--- src/verilog/avc_pkg.sv ---
package avc_pkg;
// Notes on behaviour
// RULE1: dac and adc run 8 to 48 khz, one shared sample rate field for both.
// RULE2: host supplies master clock at 256, 384 or 512 times lr clock.
// RULE3: internal clock is 22.5792 mhz or 24.576 mhz by rate family.
// RULE4: host mutes, powers down, changes clocks and fields, powers up, unmutes.
// RULE5: per channel dac volume 0 db to -63.5 db in 0.5 db steps.
// RULE6: each channel has its own mute bit in the dac volume register.
// RULE7: applied volume moves toward target at most once per 20 us.
// RULE8: slow select bit stretches the step interval to 40 us.
// RULE9: read-only done flag shows applied volume equals requested volume.
// RULE10: effects on/off change ramps to mute, switches, then ramps back.
// RULE11: power-up starts muted and ramps up; power-down ramps to mute first.
// RULE12: 48 khz family modulator runs at 6.144 mhz.
// RULE13: 44.1 khz family modulator runs at 5.6448 mhz.
// RULE14: interpolation rejects images 0.55 to 3.5 fs, flat passband; the code uses zero-order hold with no image filter.
// RULE15: dac path ends in fifth order one-bit delta-sigma modulator.
// RULE16: interpolator lifts rate-fs samples to the modulator stream rate.
// RULE17: host powers down analog bypass when unused with the dac.
// RULE18: audio serial port is slave only; host drives bit and lr clocks.
// RULE19: two-bit serial format field picks one of four formats.
// RULE20: port takes 32, 48 or 64 bit clocks per lr period; the code takes 32 only in the RJ16 format.
// RULE21: each tick moves applied code exactly one step, none once equal.
   localparam int CLK_HZ = 200000000;
   localparam int CLK_NS = 5;
   localparam int STEP_FAST_NS = 20000;
   localparam int STEP_SLOW_NS = 40000;
   localparam int STEP_FAST_CYC = (STEP_FAST_NS + CLK_NS - 1) / CLK_NS;
   localparam int STEP_SLOW_CYC = (STEP_SLOW_NS + CLK_NS - 1) / CLK_NS;
   localparam longint CORE_HZ_48 = 24576000;
   localparam longint CORE_HZ_44 = 22579200;
   localparam longint MOD_HZ_48 = CORE_HZ_48 / 4;
   localparam longint MOD_HZ_44 = CORE_HZ_44 / 4;
   localparam logic [31:0] NCO_INC_48 = 32'((MOD_HZ_48 << 32) / CLK_HZ);
   localparam logic [31:0] NCO_INC_44 = 32'((MOD_HZ_44 << 32) / CLK_HZ);
   localparam int SAMP_W = 20;
   localparam logic [3:0] PAGE_AUDIO = 4'h2;
   localparam logic [5:0] REG_FMT = 6'h00;
   localparam logic [5:0] REG_DAC_VOL = 6'h02;
   localparam logic [5:0] REG_SOFT = 6'h04;
   localparam logic [5:0] REG_PWR = 6'h05;
   localparam int CMD_RD = 15;
   localparam int CMD_PAGE_LSB = 11;
   localparam int CMD_ADDR_LSB = 5;
   localparam int FMT_LSB = 0;
   localparam int RATE_LSB = 2;
   localparam int VOL_L_MUTE = 15;
   localparam int VOL_L_LSB = 8;
   localparam int VOL_R_MUTE = 7;
   localparam int VOL_R_LSB = 0;
   localparam int SOFT_DONE = 0;
   localparam int SOFT_SLOW = 1;
   localparam int PWR_DEEMPH = 0;
   localparam int PWR_FILT = 1;
   localparam int PWR_ADC_PD = 9;
   localparam int PWR_DAC_PD = 10;
   localparam logic [15:0] FMT_RST = 16'h0000;
   localparam logic [15:0] VOL_RST = 16'h0000;
   localparam logic [15:0] PWR_RST = 16'h0600;
   localparam logic [15:0] PWR_MASK = 16'h0603;
   localparam logic [7:0] ATTN_MUTE = 8'h80;
   localparam logic [5:0] IN_RST = 6'h10;
   localparam int IN_SCLK = 5;
   localparam int IN_CSN = 4;
   localparam int IN_MOSI = 3;
   localparam int IN_BCLK = 2;
   localparam int IN_LR = 1;
   localparam int IN_DIN = 0;
   localparam logic [15:0] GAIN_TAB [12] = '{16'h8000, 16'h78d7, 16'h7215, 16'h6bb3,
      16'h65ad, 16'h5ffd, 16'h5a9e, 16'h558c, 16'h50c3, 16'h4c3f, 16'h47fb, 16'h43f4};
   typedef enum logic [3:0] {
      RATE_48 = 4'h0, RATE_44 = 4'h1, RATE_32 = 4'h2, RATE_24 = 4'h3, RATE_22 = 4'h4,
      RATE_16 = 4'h5, RATE_12 = 4'h6, RATE_11 = 4'h7, RATE_8 = 4'h8
   } avc_rate_t;
   typedef enum logic [1:0] {FMT_LJ = 2'b00, FMT_I2S = 2'b01, FMT_RJ16 = 2'b10, FMT_RJ20 = 2'b11} avc_fmt_t;
   typedef enum logic [1:0] {ST_OFF = 2'b00, ST_RUN = 2'b01, ST_FX = 2'b10, ST_DOWN = 2'b11} avc_state_t;
endpackage : avc_pkg

--- src/verilog/avc_chan.sv ---
module avc_chan #(
   parameter int SAMP_W = avc_pkg::SAMP_W,
   parameter int ACC_W = 32
) (
   input wire logic clk_in,
   input wire logic rst_in,
   input wire logic step_tick_in,
   input wire logic mod_tick_in,
   input wire logic hold_mute_in,
   input wire logic [7:0] target_in,
   input wire logic signed [SAMP_W-1:0] sample_in,
   output logic [7:0] attn_out,
   output logic at_target_out,
   output logic bit_out
);
   if (ACC_W < SAMP_W + 8) begin : g_chk
      $error("accumulator too narrow");
   end
   logic [7:0] attn_r, attn_nxt;
   logic at_r, at_nxt, bit_r, bit_nxt;
   logic signed [ACC_W-1:0] x_r, x_nxt, fb;
   logic signed [ACC_W-1:0] integ_r [5];
   logic signed [ACC_W-1:0] integ_nxt [5];
   logic signed [SAMP_W+16:0] prod;
   logic [3:0] mant, shamt;
   always_comb begin
      attn_nxt = attn_r;
      if (hold_mute_in) begin
         attn_nxt = avc_pkg::ATTN_MUTE; // see RULE11
      end else if (step_tick_in && attn_r < target_in) begin
         attn_nxt = attn_r + 8'h01; // see RULE21
      end else if (step_tick_in && attn_r > target_in) begin
         attn_nxt = attn_r - 8'h01; // see RULE21
      end
      at_nxt = (attn_nxt == target_in);
      // 12 half-db codes per 6 db: table for the fraction, shift for the octave
      mant = 4'(attn_r % 8'd12); // see RULE5
      shamt = 4'(attn_r / 8'd12);
      prod = sample_in * $signed({1'b0, avc_pkg::GAIN_TAB[mant]});
      x_nxt = x_r;
      if (mod_tick_in) begin
         // zero-order hold upsampling only; no image filter, see RULE14
         x_nxt = (attn_r == avc_pkg::ATTN_MUTE) ? '0 : ACC_W'(prod >>> (15 + shamt)); // see RULE16
      end
      fb = bit_r ? ACC_W'(1 <<< (SAMP_W - 1)) : -ACC_W'(1 <<< (SAMP_W - 1));
      for (int k = 0; k < 5; k++) begin
         integ_nxt[k] = integ_r[k];
      end
      bit_nxt = bit_r;
      if (mod_tick_in) begin
         // untuned loop coefficients: large inputs may overload the loop
         integ_nxt[0] = integ_r[0] + x_r - fb; // see RULE15
         for (int k = 1; k < 5; k++) begin
            integ_nxt[k] = integ_r[k] + (integ_r[k-1] >>> 2) - (fb >>> 2);
         end
         bit_nxt = ~integ_nxt[4][ACC_W-1];
      end
   end
   always_ff @(posedge clk_in) begin
      if (rst_in) begin
         attn_r <= avc_pkg::ATTN_MUTE;
         at_r <= 1'b0;
         bit_r <= 1'b0;
         x_r <= '0;
         for (int k = 0; k < 5; k++) begin
            integ_r[k] <= '0;
         end
      end else begin
         attn_r <= attn_nxt;
         at_r <= at_nxt;
         bit_r <= bit_nxt;
         x_r <= x_nxt;
         integ_r <= integ_nxt;
      end
   end
   assign attn_out = attn_r;
   assign at_target_out = at_r;
   assign bit_out = bit_r;
endmodule : avc_chan

--- src/verilog/avc_top.sv ---
module avc_top #(
   parameter int STEP_SLOW_CYC = avc_pkg::STEP_SLOW_CYC
) (
   input wire logic sys_clk_in,
   input wire logic rst_in,
   input wire logic spi_sclk_in,
   input wire logic spi_cs_n_in,
   input wire logic spi_mosi_in,
   output logic spi_miso_out,
   output logic spi_miso_oe_out,
   input wire logic i2s_bclk_in,
   input wire logic i2s_lrclk_in,
   input wire logic i2s_din_in,
   output logic dac_bit_l_out,
   output logic dac_bit_r_out,
   output logic dac_power_out,
   output logic adc_power_out,
   output logic deemph_on_out,
   output logic effects_on_out
);
   if (STEP_SLOW_CYC < avc_pkg::STEP_FAST_CYC || STEP_SLOW_CYC > 65535) begin : g_chk
      $error("slow step count out of range");
   end
   localparam logic [15:0] FAST_M1 = 16'(avc_pkg::STEP_FAST_CYC - 1);
   localparam logic [15:0] SLOW_M1 = 16'(STEP_SLOW_CYC - 1);

   // pin synchronisers: stage 3 and stage 2 must agree before a change counts
   logic [5:0] s1_r, s2_r, s3_r, flt_r, flt_d_r, flt_nxt;
   always_comb begin
      for (int i = 0; i < 6; i++) begin
         flt_nxt[i] = (s2_r[i] == s3_r[i]) ? s3_r[i] : flt_r[i];
      end
   end
   always_ff @(posedge sys_clk_in) begin
      if (rst_in) begin
         s1_r <= avc_pkg::IN_RST;
         s2_r <= avc_pkg::IN_RST;
         s3_r <= avc_pkg::IN_RST;
         flt_r <= avc_pkg::IN_RST;
         flt_d_r <= avc_pkg::IN_RST;
      end else begin
         s1_r <= {spi_sclk_in, spi_cs_n_in, spi_mosi_in, i2s_bclk_in, i2s_lrclk_in, i2s_din_in};
         s2_r <= s1_r;
         s3_r <= s2_r;
         flt_r <= flt_nxt;
         flt_d_r <= flt_r;
      end
   end
   logic sclk_rise, sclk_fall, cs_n, mosi, bclk_rise, lr, din;
   assign sclk_rise = flt_r[avc_pkg::IN_SCLK] & ~flt_d_r[avc_pkg::IN_SCLK];
   assign sclk_fall = ~flt_r[avc_pkg::IN_SCLK] & flt_d_r[avc_pkg::IN_SCLK];
   assign cs_n = flt_r[avc_pkg::IN_CSN];
   assign mosi = flt_r[avc_pkg::IN_MOSI];
   assign bclk_rise = flt_r[avc_pkg::IN_BCLK] & ~flt_d_r[avc_pkg::IN_BCLK]; // see RULE18
   assign lr = flt_r[avc_pkg::IN_LR];
   assign din = flt_r[avc_pkg::IN_DIN];

   // register file state
   logic [15:0] fmt_r, fmt_nxt, vol_r, vol_nxt, pwr_r, pwr_nxt;
   logic slow_r, slow_nxt, done_r;
   logic [7:0] attn_l, attn_r_ch;
   logic at_l, at_r_ch;
   avc_pkg::avc_state_t st_r, st_nxt;

   // spi slave, mode 0: 16-bit command then 16-bit data
   logic [5:0] spi_cnt_r, spi_cnt_nxt;
   logic [15:0] spi_sh_r, spi_sh_nxt, cmd_r, cmd_nxt, tx_r, tx_nxt, cmd_word, rd_data;
   logic miso_r, miso_nxt, wr_stb;
   localparam int CMD_PAGE_HI = avc_pkg::CMD_PAGE_LSB + 3;
   assign cmd_word = {spi_sh_r[14:0], mosi};
   always_comb begin
      rd_data = 16'h0000;
      if (cmd_word[CMD_PAGE_HI:avc_pkg::CMD_PAGE_LSB] == avc_pkg::PAGE_AUDIO) begin
         case (cmd_word[10:avc_pkg::CMD_ADDR_LSB])
            avc_pkg::REG_FMT: rd_data = fmt_r;
            avc_pkg::REG_DAC_VOL: rd_data = vol_r;
            avc_pkg::REG_SOFT: rd_data = 16'({slow_r, done_r}); // see RULE9
            avc_pkg::REG_PWR: rd_data = pwr_r;
            default: rd_data = 16'h0000;
         endcase
      end
      spi_cnt_nxt = spi_cnt_r;
      spi_sh_nxt = spi_sh_r;
      cmd_nxt = cmd_r;
      tx_nxt = tx_r;
      miso_nxt = miso_r;
      wr_stb = 1'b0;
      if (cs_n) begin
         spi_cnt_nxt = 6'h00;
      end else if (sclk_rise) begin
         spi_sh_nxt = cmd_word;
         spi_cnt_nxt = (spi_cnt_r == 6'h3f) ? spi_cnt_r : spi_cnt_r + 6'h01;
         if (spi_cnt_r == 6'h0f) begin
            cmd_nxt = cmd_word;
            tx_nxt = rd_data;
         end
         wr_stb = (spi_cnt_r == 6'h1f) && !cmd_r[avc_pkg::CMD_RD] &&
                  cmd_r[CMD_PAGE_HI:avc_pkg::CMD_PAGE_LSB] == avc_pkg::PAGE_AUDIO;
      end else if (sclk_fall && spi_cnt_r >= 6'h10) begin
         miso_nxt = tx_r[15];
         tx_nxt = {tx_r[14:0], 1'b0};
      end
   end
   always_ff @(posedge sys_clk_in) begin
      if (rst_in) begin
         spi_cnt_r <= 6'h00;
         spi_sh_r <= 16'h0000;
         cmd_r <= 16'h0000;
         tx_r <= 16'h0000;
         miso_r <= 1'b0;
         spi_miso_oe_out <= 1'b0;
      end else begin
         spi_cnt_r <= spi_cnt_nxt;
         spi_sh_r <= spi_sh_nxt;
         cmd_r <= cmd_nxt;
         tx_r <= tx_nxt;
         miso_r <= miso_nxt;
         spi_miso_oe_out <= ~cs_n;
      end
   end
   assign spi_miso_out = miso_r;

   // register writes
   always_comb begin
      fmt_nxt = fmt_r;
      vol_nxt = vol_r;
      pwr_nxt = pwr_r;
      slow_nxt = slow_r;
      if (wr_stb) begin
         case (cmd_r[10:avc_pkg::CMD_ADDR_LSB])
            avc_pkg::REG_FMT: fmt_nxt = cmd_word & 16'h003f; // see RULE19
            avc_pkg::REG_DAC_VOL: vol_nxt = cmd_word; // see RULE5
            avc_pkg::REG_SOFT: slow_nxt = cmd_word[avc_pkg::SOFT_SLOW]; // see RULE8
            avc_pkg::REG_PWR: pwr_nxt = cmd_word & avc_pkg::PWR_MASK;
            default: fmt_nxt = fmt_r;
         endcase
      end
   end
   always_ff @(posedge sys_clk_in) begin
      if (rst_in) begin
         fmt_r <= avc_pkg::FMT_RST;
         vol_r <= avc_pkg::VOL_RST;
         pwr_r <= avc_pkg::PWR_RST;
         slow_r <= 1'b0;
      end else begin
         fmt_r <= fmt_nxt;
         vol_r <= vol_nxt;
         pwr_r <= pwr_nxt;
         slow_r <= slow_nxt;
      end
   end
   logic [1:0] fmt;
   logic [3:0] rate;
   logic fam44;
   assign fmt = fmt_r[avc_pkg::FMT_LSB +: 2];
   assign rate = fmt_r[avc_pkg::RATE_LSB +: 4]; // see RULE1
   assign fam44 = rate == avc_pkg::RATE_44 || rate == avc_pkg::RATE_22 || rate == avc_pkg::RATE_11;

   // serial audio receive; 48/64 bit-clock frames work for every format, 32 only for RJ16; counts saturate
   logic lr_d_r, lr_d_nxt;
   logic [19:0] bsh_r, bsh_nxt, smp_l_r, smp_l_nxt, smp_r_r, smp_r_nxt, word;
   logic [6:0] bcnt_r, bcnt_nxt, wlen;
   logic rj, take, left;
   always_comb begin
      lr_d_nxt = lr_d_r;
      bsh_nxt = bsh_r;
      bcnt_nxt = bcnt_r;
      smp_l_nxt = smp_l_r;
      smp_r_nxt = smp_r_r;
      rj = fmt[1];
      wlen = (fmt == avc_pkg::FMT_RJ16) ? 7'd16 : 7'd20; // see RULE20
      word = 20'h00000;
      take = 1'b0;
      left = 1'b0;
      if (bclk_rise) begin
         lr_d_nxt = lr;
         bsh_nxt = {bsh_r[18:0], din};
         if (lr != lr_d_r) begin
            bcnt_nxt = 7'd1;
            take = rj;
            left = lr_d_r;
            word = (fmt == avc_pkg::FMT_RJ16) ? {bsh_r[15:0], 4'h0} : bsh_r;
         end else begin
            bcnt_nxt = (bcnt_r == 7'h7f) ? bcnt_r : bcnt_r + 7'd1;
            take = !rj && bcnt_nxt == wlen + 7'(fmt == avc_pkg::FMT_I2S);
            left = (fmt == avc_pkg::FMT_I2S) ? ~lr : lr;
            word = (fmt == avc_pkg::FMT_LJ) ? bsh_nxt : {bsh_nxt[15:0], 4'h0};
            word = (fmt == avc_pkg::FMT_LJ || fmt == avc_pkg::FMT_I2S) ? bsh_nxt : word;
         end
         if (take && left) begin
            smp_l_nxt = word;
         end
         if (take && !left) begin
            smp_r_nxt = word;
         end
      end
   end
   always_ff @(posedge sys_clk_in) begin
      if (rst_in) begin
         lr_d_r <= 1'b0;
         bsh_r <= 20'h00000;
         bcnt_r <= 7'd0;
         smp_l_r <= 20'h00000;
         smp_r_r <= 20'h00000;
      end else begin
         lr_d_r <= lr_d_nxt;
         bsh_r <= bsh_nxt;
         bcnt_r <= bcnt_nxt;
         smp_l_r <= smp_l_nxt;
         smp_r_r <= smp_r_nxt;
      end
   end

   // step divider, modulator rate nco, power and effects sequencing
   logic [15:0] step_cnt_r, step_cnt_nxt;
   logic step_tick_r, step_tick_nxt, mod_tick_r, mod_tick_nxt, done_nxt;
   logic [31:0] nco_r, nco_nxt;
   logic [1:0] fx_r, fx_nxt, fx_req;
   logic muted, dac_pd;
   assign fx_req = {pwr_r[avc_pkg::PWR_FILT], pwr_r[avc_pkg::PWR_DEEMPH]};
   assign dac_pd = pwr_r[avc_pkg::PWR_DAC_PD];
   assign muted = attn_l == avc_pkg::ATTN_MUTE && attn_r_ch == avc_pkg::ATTN_MUTE;
   always_comb begin
      step_tick_nxt = step_cnt_r >= (slow_r ? SLOW_M1 : FAST_M1); // see RULE7 RULE8
      step_cnt_nxt = step_tick_nxt ? 16'h0000 : step_cnt_r + 16'h0001;
      // rate family picks the internal clock, modulator runs at a quarter of it
      {mod_tick_nxt, nco_nxt} = {1'b0, nco_r} +
         {1'b0, fam44 ? avc_pkg::NCO_INC_44 : avc_pkg::NCO_INC_48}; // see RULE3 RULE12 RULE13
      st_nxt = st_r;
      fx_nxt = fx_r;
      unique case (st_r)
         avc_pkg::ST_OFF: if (!dac_pd) st_nxt = avc_pkg::ST_RUN; // see RULE11
         avc_pkg::ST_RUN: begin
            if (dac_pd) begin
               st_nxt = avc_pkg::ST_DOWN;
            end else if (fx_req != fx_r) begin
               st_nxt = avc_pkg::ST_FX; // see RULE10
            end
         end
         avc_pkg::ST_FX: begin
            if (muted) begin
               fx_nxt = fx_req; // see RULE10
               st_nxt = avc_pkg::ST_RUN;
            end
         end
         avc_pkg::ST_DOWN: if (muted) st_nxt = avc_pkg::ST_OFF; // see RULE11
      endcase
      done_nxt = at_l && at_r_ch && (st_r == avc_pkg::ST_RUN || st_r == avc_pkg::ST_OFF); // see RULE9
   end
   always_ff @(posedge sys_clk_in) begin
      if (rst_in) begin
         step_cnt_r <= 16'h0000;
         step_tick_r <= 1'b0;
         nco_r <= 32'h00000000;
         mod_tick_r <= 1'b0;
         st_r <= avc_pkg::ST_OFF;
         fx_r <= 2'b00;
         done_r <= 1'b0;
         dac_power_out <= 1'b0;
         adc_power_out <= 1'b0;
      end else begin
         step_cnt_r <= step_cnt_nxt;
         step_tick_r <= step_tick_nxt;
         nco_r <= nco_nxt;
         mod_tick_r <= mod_tick_nxt;
         st_r <= st_nxt;
         fx_r <= fx_nxt;
         done_r <= done_nxt;
         dac_power_out <= st_nxt != avc_pkg::ST_OFF;
         adc_power_out <= ~pwr_r[avc_pkg::PWR_ADC_PD];
      end
   end
   assign deemph_on_out = fx_r[0];
   assign effects_on_out = fx_r[1];

   logic [7:0] tgt_l, tgt_r;
   logic ramp_mute;
   assign ramp_mute = st_r != avc_pkg::ST_RUN;
   assign tgt_l = (ramp_mute || vol_r[avc_pkg::VOL_L_MUTE]) ? avc_pkg::ATTN_MUTE :
                  {1'b0, vol_r[avc_pkg::VOL_L_LSB +: 7]}; // see RULE6
   assign tgt_r = (ramp_mute || vol_r[avc_pkg::VOL_R_MUTE]) ? avc_pkg::ATTN_MUTE :
                  {1'b0, vol_r[avc_pkg::VOL_R_LSB +: 7]}; // see RULE6
   avc_chan u_left (.clk_in(sys_clk_in), .rst_in(rst_in), .step_tick_in(step_tick_r),
      .mod_tick_in(mod_tick_r), .hold_mute_in(st_r == avc_pkg::ST_OFF), .target_in(tgt_l),
      .sample_in(smp_l_r), .attn_out(attn_l), .at_target_out(at_l), .bit_out(dac_bit_l_out));
   avc_chan u_right (.clk_in(sys_clk_in), .rst_in(rst_in), .step_tick_in(step_tick_r),
      .mod_tick_in(mod_tick_r), .hold_mute_in(st_r == avc_pkg::ST_OFF), .target_in(tgt_r),
      .sample_in(smp_r_r), .attn_out(attn_r_ch), .at_target_out(at_r_ch), .bit_out(dac_bit_r_out));

   // helper gap counters watched only by the checks
   logic [15:0] tgap_r;
   logic [7:0] mgap_r;
   always_ff @(posedge sys_clk_in) begin
      if (rst_in) begin
         tgap_r <= 16'h0000;
         mgap_r <= 8'h00;
      end else begin
         tgap_r <= step_tick_r ? 16'h0000 : tgap_r + 16'h0001;
         mgap_r <= mod_tick_r ? 8'h00 : mgap_r + 8'h01;
      end
   end
endmodule : avc_top

--- config.mk ---
export PLATFORM = sky130hd
export DESIGN_NAME = avc_top
export DESIGN_NICKNAME = d
export VERILOG_FILES = /design/src/verilog/avc_pkg.sv /design/src/verilog/avc_chan.sv /design/src/verilog/avc_top.sv
export SDC_FILE = /design/constraint.sdc
export NUM_CORES = 2
export LEC_CHECK = 0
export BUFFER_PORTS_ARGS = -buffer_cell sky130_fd_sc_hd__clkbuf_2
export CORE_ASPECT_RATIO = 0.8
export CORE_MARGIN = 4
export CORE_UTILIZATION = 39
export CTS_CLUSTER_DIAMETER = 50
export DETAILED_ROUTE_END_ITERATION = 6
export PLACE_DENSITY = 0.62
export SLEW_MARGIN = 20
export SYNTH_ARGS = -nofsm -noshare
export SYNTH_HDL_FRONTEND = slang
export SYNTH_SLANG_ARGS = --single-unit
--- constraint.sdc ---
create_clock -name sys_clk_in -period 10 [get_ports sys_clk_in]
set_input_delay 1.5 -clock sys_clk_in [delete_from_list [all_inputs] [get_ports sys_clk_in]]
set_output_delay 1.5 -clock sys_clk_in [all_outputs]
set_load 0.005 [all_outputs]
* Yosys cells after proc, flatten, opt, wreduce, memory -nomap -nowiden
Memories as Yosys holds them, arrays and structs flattened. Index checks and enable logic that the tools add are counted.
Operators by class: add/sub/neg operators 31, multipliers 2, divide/modulo/power cells 4, order comparisons 8, equal/unequal tests 35, shift operators 2, multiplexer cells 43, bitwise gates (word level) 15, reduce and logical (&&, ||, !) cells 42
Operators by type and width (count):
- $add 32x30->32 | 8
- $sub 32x30->32 | 8
- $mux 16 | 8
- $mux 32 | 4
- $mux 20 | 4
- $mul 20x17->37 | 2
- $sshr 37x32->32 | 2
- $add 32x32->32 | 2
- $mux 8 | 8
- $pmux 16 s4 | 1
- $sub 32x32->32 | 2
- $add 32x27->33 | 1
- $eq 6x3->1 const B | 4
- $mux 24 | 1
- $reduce_and 2->1 | 9
- $add 16x1->16 const B | 1
- $add 8x1->8 const B | 2
- $div 8x4->8 const B | 2
- $eq 8x8->1 | 2
- $eq 8x8->1 const B | 2
- $ge 16x13->1 | 1
- $gt 8x8->1 | 2
- $lt 8x8->1 | 2
- $mod 8x4->8 const B | 2
- other kinds (39) | 102
Storage, ports and cells: register bits 641, ROM bits 512, input bits 8, output and inout bits 8, memories 2
Memories:
- (no name shown) | depth 16, width 16, read ports 1, clocked after Yosys merged registers in 0, wr ports 0, RTL line avc_chan.sv:39 | prod = sample_in * $signed({1'b0, avc_pkg::GAIN_TAB[mant]});
- (no name shown) | depth 16, width 16, read ports 1, clocked after Yosys merged registers in 0, wr ports 0, RTL line avc_chan.sv:39

* Longest topological paths before layout
word-level depth 9, depth in mapped cells 39

* By module
A second synthesis with hierarchy kept.
Unflattened totals: cell total of the unflattened synthesis 9239, area total of the unflattened synthesis 76334.5 um^2
By module, submodules not included:
- avc_chan (u_right) | instances 1, cells an instance 4067, area an instance 33134.3 um^2
- avc_chan (u_left) | instances 1, cells an instance 4020, area an instance 33098.0 um^2
- avc_top | instances 1, cells an instance 1152, area an instance 10102.2 um^2

* Least setup slack after synthesis
Ideal clock, no wire load.
path type register to register, from reg u_left.attn_r[2], in the netlist u_left.attn_out[2], to reg u_left.x_r[9], arrival time 9.013 ns, slack 0.866 ns, stages on the path, launching flop included 31, buffers on the path 5, clock period less this slack 9.134 ns, cell sequence dfxtp_1 > clkbuf_1 > clkbuf_1 > o211ai_1 > o211a_1 > nor3_1 > clkbuf_1 > o22a_1 > clkbuf_1 > nand2_1 > fa_1 > inv_1 > fa_1 > fa_1 > fa_1 > fa_1 > inv_1 > fa_1 > inv_1 > ha_1 > clkbuf_1 > a21o_1 > a21o_1 > or3_1 > o31ai_2 > a21oi_1 > or3b_1 > a221oi_1 > o211ai_1 > and3_1 > a221o_1
On the way: cells in the longest elaborated chain, start to end 8, elaborated cells between the ends (all ways) 11, those cells by class add/sub (1); mul (1); div (2); eq/ne (1); shift (1); mux (3); bitwise (1); memory (1)
RTL lines:
- start, declared | RTL line avc_chan.sv:19 | logic [7:0] attn_r, attn_nxt;
- start signal, assigned | RTL line avc_chan.sv:61 | attn_r <= avc_pkg::ATTN_MUTE;
- start signal, assigned | RTL line avc_chan.sv:69 | attn_r <= attn_nxt;
- $mod 8x4->8 | RTL line avc_chan.sv:37 | mant = 4'(attn_r % 8'd12);
- $not 4->5 (implied by the code) | RTL line avc_chan.sv:39
- $mem_v2 16x16
- $mux 16 (implied by the code) (2 in a row) | RTL line avc_chan.sv:39
- $mul 20x17->37 | RTL line avc_chan.sv:39
- $sshr 37x32->32 | RTL line avc_chan.sv:43 | x_nxt = (attn_r == avc_pkg::ATTN_MUTE) ? '0 : ACC_W'(prod >>> (15 + shamt));
- $mux 32 (*) | RTL line avc_chan.sv:43
- end signal, assigned | RTL line avc_chan.sv:72 | x_r <= x_nxt;
- end, declared | RTL line avc_chan.sv:21 | logic signed [ACC_W-1:0] x_r, x_nxt, fb;
Every way passes the cells marked *; elsewhere a longest branch is shown, timed or not. The select of a mux whose other input is x is not followed. A chain may end at the register's enable or synchronous reset.

* Worst setup path in the final report
from reg u_right.attn_r[4], in the netlist u_right.attn_out[4], to reg u_right.x_r[23]
On the way: cells in the longest elaborated chain, start to end 8, elaborated cells between the ends (all ways) 11, those cells by class add/sub (1); mul (1); div (2); eq/ne (1); shift (1); mux (3); bitwise (1); memory (1)
RTL lines (RTL line):
- start, declared | avc_chan.sv:19
- start signal, assigned | avc_chan.sv:61
- start signal, assigned | avc_chan.sv:69
- $mod 8x4->8 | avc_chan.sv:37
- $not 4->5 (implied by the code) | avc_chan.sv:39
- $mem_v2 16x16
- $mux 16 (implied by the code) (2 in a row) | avc_chan.sv:39
- $mul 20x17->37 | avc_chan.sv:39
- $sshr 37x32->32 | avc_chan.sv:43
- $mux 32 (*) | avc_chan.sv:43
- end signal, assigned | avc_chan.sv:72
- end, declared | avc_chan.sv:21
Marked as above.

==> out/qor.csv <==
stage,metric,value,unit
power,p_leak,0.0377,uW
yosys,yosys.cell_types.count,107,
hold_path,hp-class,flop to flop,
yosys,ys_warn_count,0,
placed_design,placed_cell_area,0.0789,sq mm
sta,period_minus_slack,9560,ps
status,status,"complete, no violations",
floorplan,initial_utilization,0.394,
yosys,yosys.cell_count.top_type,inv_1,
floorplan,dieArea,0.202,sq mm
clock_network,htreeDepth,3,
drt,dr.pass1.iters,6,
global_route,grt_pass1_wl,326000,microns
setup_path,cp.buffers_inverters,4,
setup_path,end_kind,flop,
setup_path,crit_arrival,10130,ps
clock_network,cts_buffers,91,
sta,worstMarginPinSlew,1040,ps
yosys,synth_edf_count,0,
clock_network,clk_latency,740,ps
setup_path,cp_slowest_cell,or4b_2,
layout,stdcell_area,0.0823,sq mm
power,peakVddDrop,0.144,mV
setup_path,cpMostUsedCell,fa_1,
placed_design,numPlacedInstances,11606,
drt,wl_per_cell,16.5,microns
yosys,ys.flop_type,dfxtp_1,
drt,drt_iter0_markers,4198,
sta,hold_viol,0,
floorplan,fp-row-count,144,
drt,routed_wl,194000,microns
layout,drive_above_1_share,0.0531,
clock_network,tritoncts,done,
setup_path,cp.required,10570,ps
setup_path,path_max_fanout,20,
power,power_density,79.8,mW/mm^2
yosys,synth_area,0.0761,sq mm
floorplan,core,0.193,sq mm
setup_path,max_stage_delay,700,ps
clock_network,clock_tree.root_cell,clkbuf_16,
global_route,grt_use_total,0.192,
yosys,avgSynthCellArea,8.18,sq um
yosys,async_flop_share,0,
drt,viasPerCell,5.30,
placed_design,hpwl,152000,microns
setup_path,start_kind,flop,
placed_design,gp_congestion,0.892,
setup_path,cpLargestDelayFamily,adder cells,
sta,finalCritPeriodShare,0.956,
global_route,antenna_found_initial,2,
run,maxCapViolCount,0,
yosys,synth.area.top_cells,"fa_1 (20%), dfxtp_1 (17%), ha_1 (12%), inv_1 (7.2%), nand2_1 (4.9%)",
global_route,grt_pass1_vias,61704,
floorplan,fp.dieH,403,microns
sta,setup-violations-final,0,
layout,fin_util,0.426,
layout,nNetsFinal,10646,
yosys,yosysSeqAreaShare,0.166,
layout,instances_no_fill,11779,
layout,area_delta_synth_final,8.19,%
drt,ant_nets,0,
clock_network,cts_sinks,632,
clock_network,path_clk_slew,60,ps
floorplan,io_pins,16,
sta,slew_viol_final,0,
sta,max_freq,105,MHz
yosys,netlist.area_leader.share,0.202,
placed_design,io_buffers,15,
global_route,overflow,0,
global_route,grt_max_degree,91,
sta,fin_tns_setup,0,ps
clock_network,hold_buffers,0,
sta,slew_headroom,0.306,
yosys,synthCells,9301,
floorplan,die_x,502,microns
drt,vias,62391,
drt,drc,0,
yosys,ys_seq_elements,632,
yosys,yosysTopAreaCell,fa_1,
setup_path,criticalPathCategory,flop to flop,
yosys,synth_common_cells,"inv_1 (1,459), nand2_1 (996), fa_1 (769)",
sta,skew,30.9,ps
clock_network,clockBufferDepth,3,
layout,fillers,19052,
flip-flops by register name (all words and copies together), names as in the netlist, 20 cells and up:
signal,cells
smp_r_r,20
u_right.integ_r,160
smp_l_r,20
u_left.integ_r,160
bsh_r,20
u_right.x_r,32
nco_r,32
u_left.x_r,32
cells in the final DEF, fill, tap and decap left out, types with 18 or more instances in the layout:
master and instances:
nand2_1 995, o31a_1 23, o31ai_1 33, nand4_1 36, clkbuf_16 93, nand2b_1 79, and2_1 304, and3_1 65
mux2i_1 267, nor3b_1 26, or3_1 64, a22o_1 21, inv_1 1459, o211ai_1 45, xnor2_1 267, buf_4 118
nand3b_1 18, xor2_1 125, a31oi_1 92, dfxtp_1 622, a211o_1 31, a21oi_1 539, a221oi_1 23, a211oi_1 136
nand3_1 118, o21a_1 97, o21ai_0 285, or2_2 35, nor2_1 706, a21o_1 124, o21bai_1 49, mux2_2 40
ha_1 722, nor4_1 28, a311oi_1 18, a22oi_1 24, nor3_1 158, nor2b_1 98, fa_1 766
repair_timing:
item,in CTS,in global routing
resized for setup,1,36
setup endpoints to repair,1,64
pin swaps,0,3
buffers inserted,0,2
per-stage QoR:
step	total power, uW	worst slack, ps	hold slack, ps
detailed placement	3160	-46.0	410
global placement	3150	144	407
global route	6830	-31.3	434
floorplan	2990	866	389
finish	6570	437	418
CTS	6650	79.9	424
layer usage:
metal	wire [microns]	GRT usage
met5	0	0
met4	3050	0.0332
met3	10800	0.0291
met2	82500	0.292
met1	98200	0.290
cell families after synthesis:
logic type	Yosys count	synth area share
xor+xnor	399	0.0459
other cells	1	0.0000493
simple gates	2825	0.175
flops	632	0.166
fa+ha+maj	1491	0.321
mux	323	0.0456
compound gates	1783	0.154
buf+inv	1847	0.0920
power by group:
group	switching [uW]	total [uW]	internal, uW
clock	1370	3460	2090
combinational	369	537	168
sequential	27.1	2580	2550
total	1760	6570	4810
final timing paths:
check                            from              end  slack (ps)  cells after the start
setup / recovery  u_right.attn_out[4]  u_right.x_r[23]         440                     30
hold / removal                s1_r[4]          s2_r[4]         420                      1
setup reg to reg  u_right.attn_out[4]  u_right.x_r[23]         440                     30
hold reg to reg               s1_r[4]          s2_r[4]         420                      1
area by class of cell:
cell class	instances	area [sq um]	share of cell area
inverter	1464	5500	0.0668
timing repair buffer	135	1010	0.0123
antenna	2	5.00	0.0000608
clock inverter	51	697	0.00847
multi-input combinational	6823	56700	0.689
clock buffer	117	2550	0.0309
tap	2555	3200	0.0388
sequential	632	12700	0.154
No activity file was read; power rests on OpenSTA's default activity.
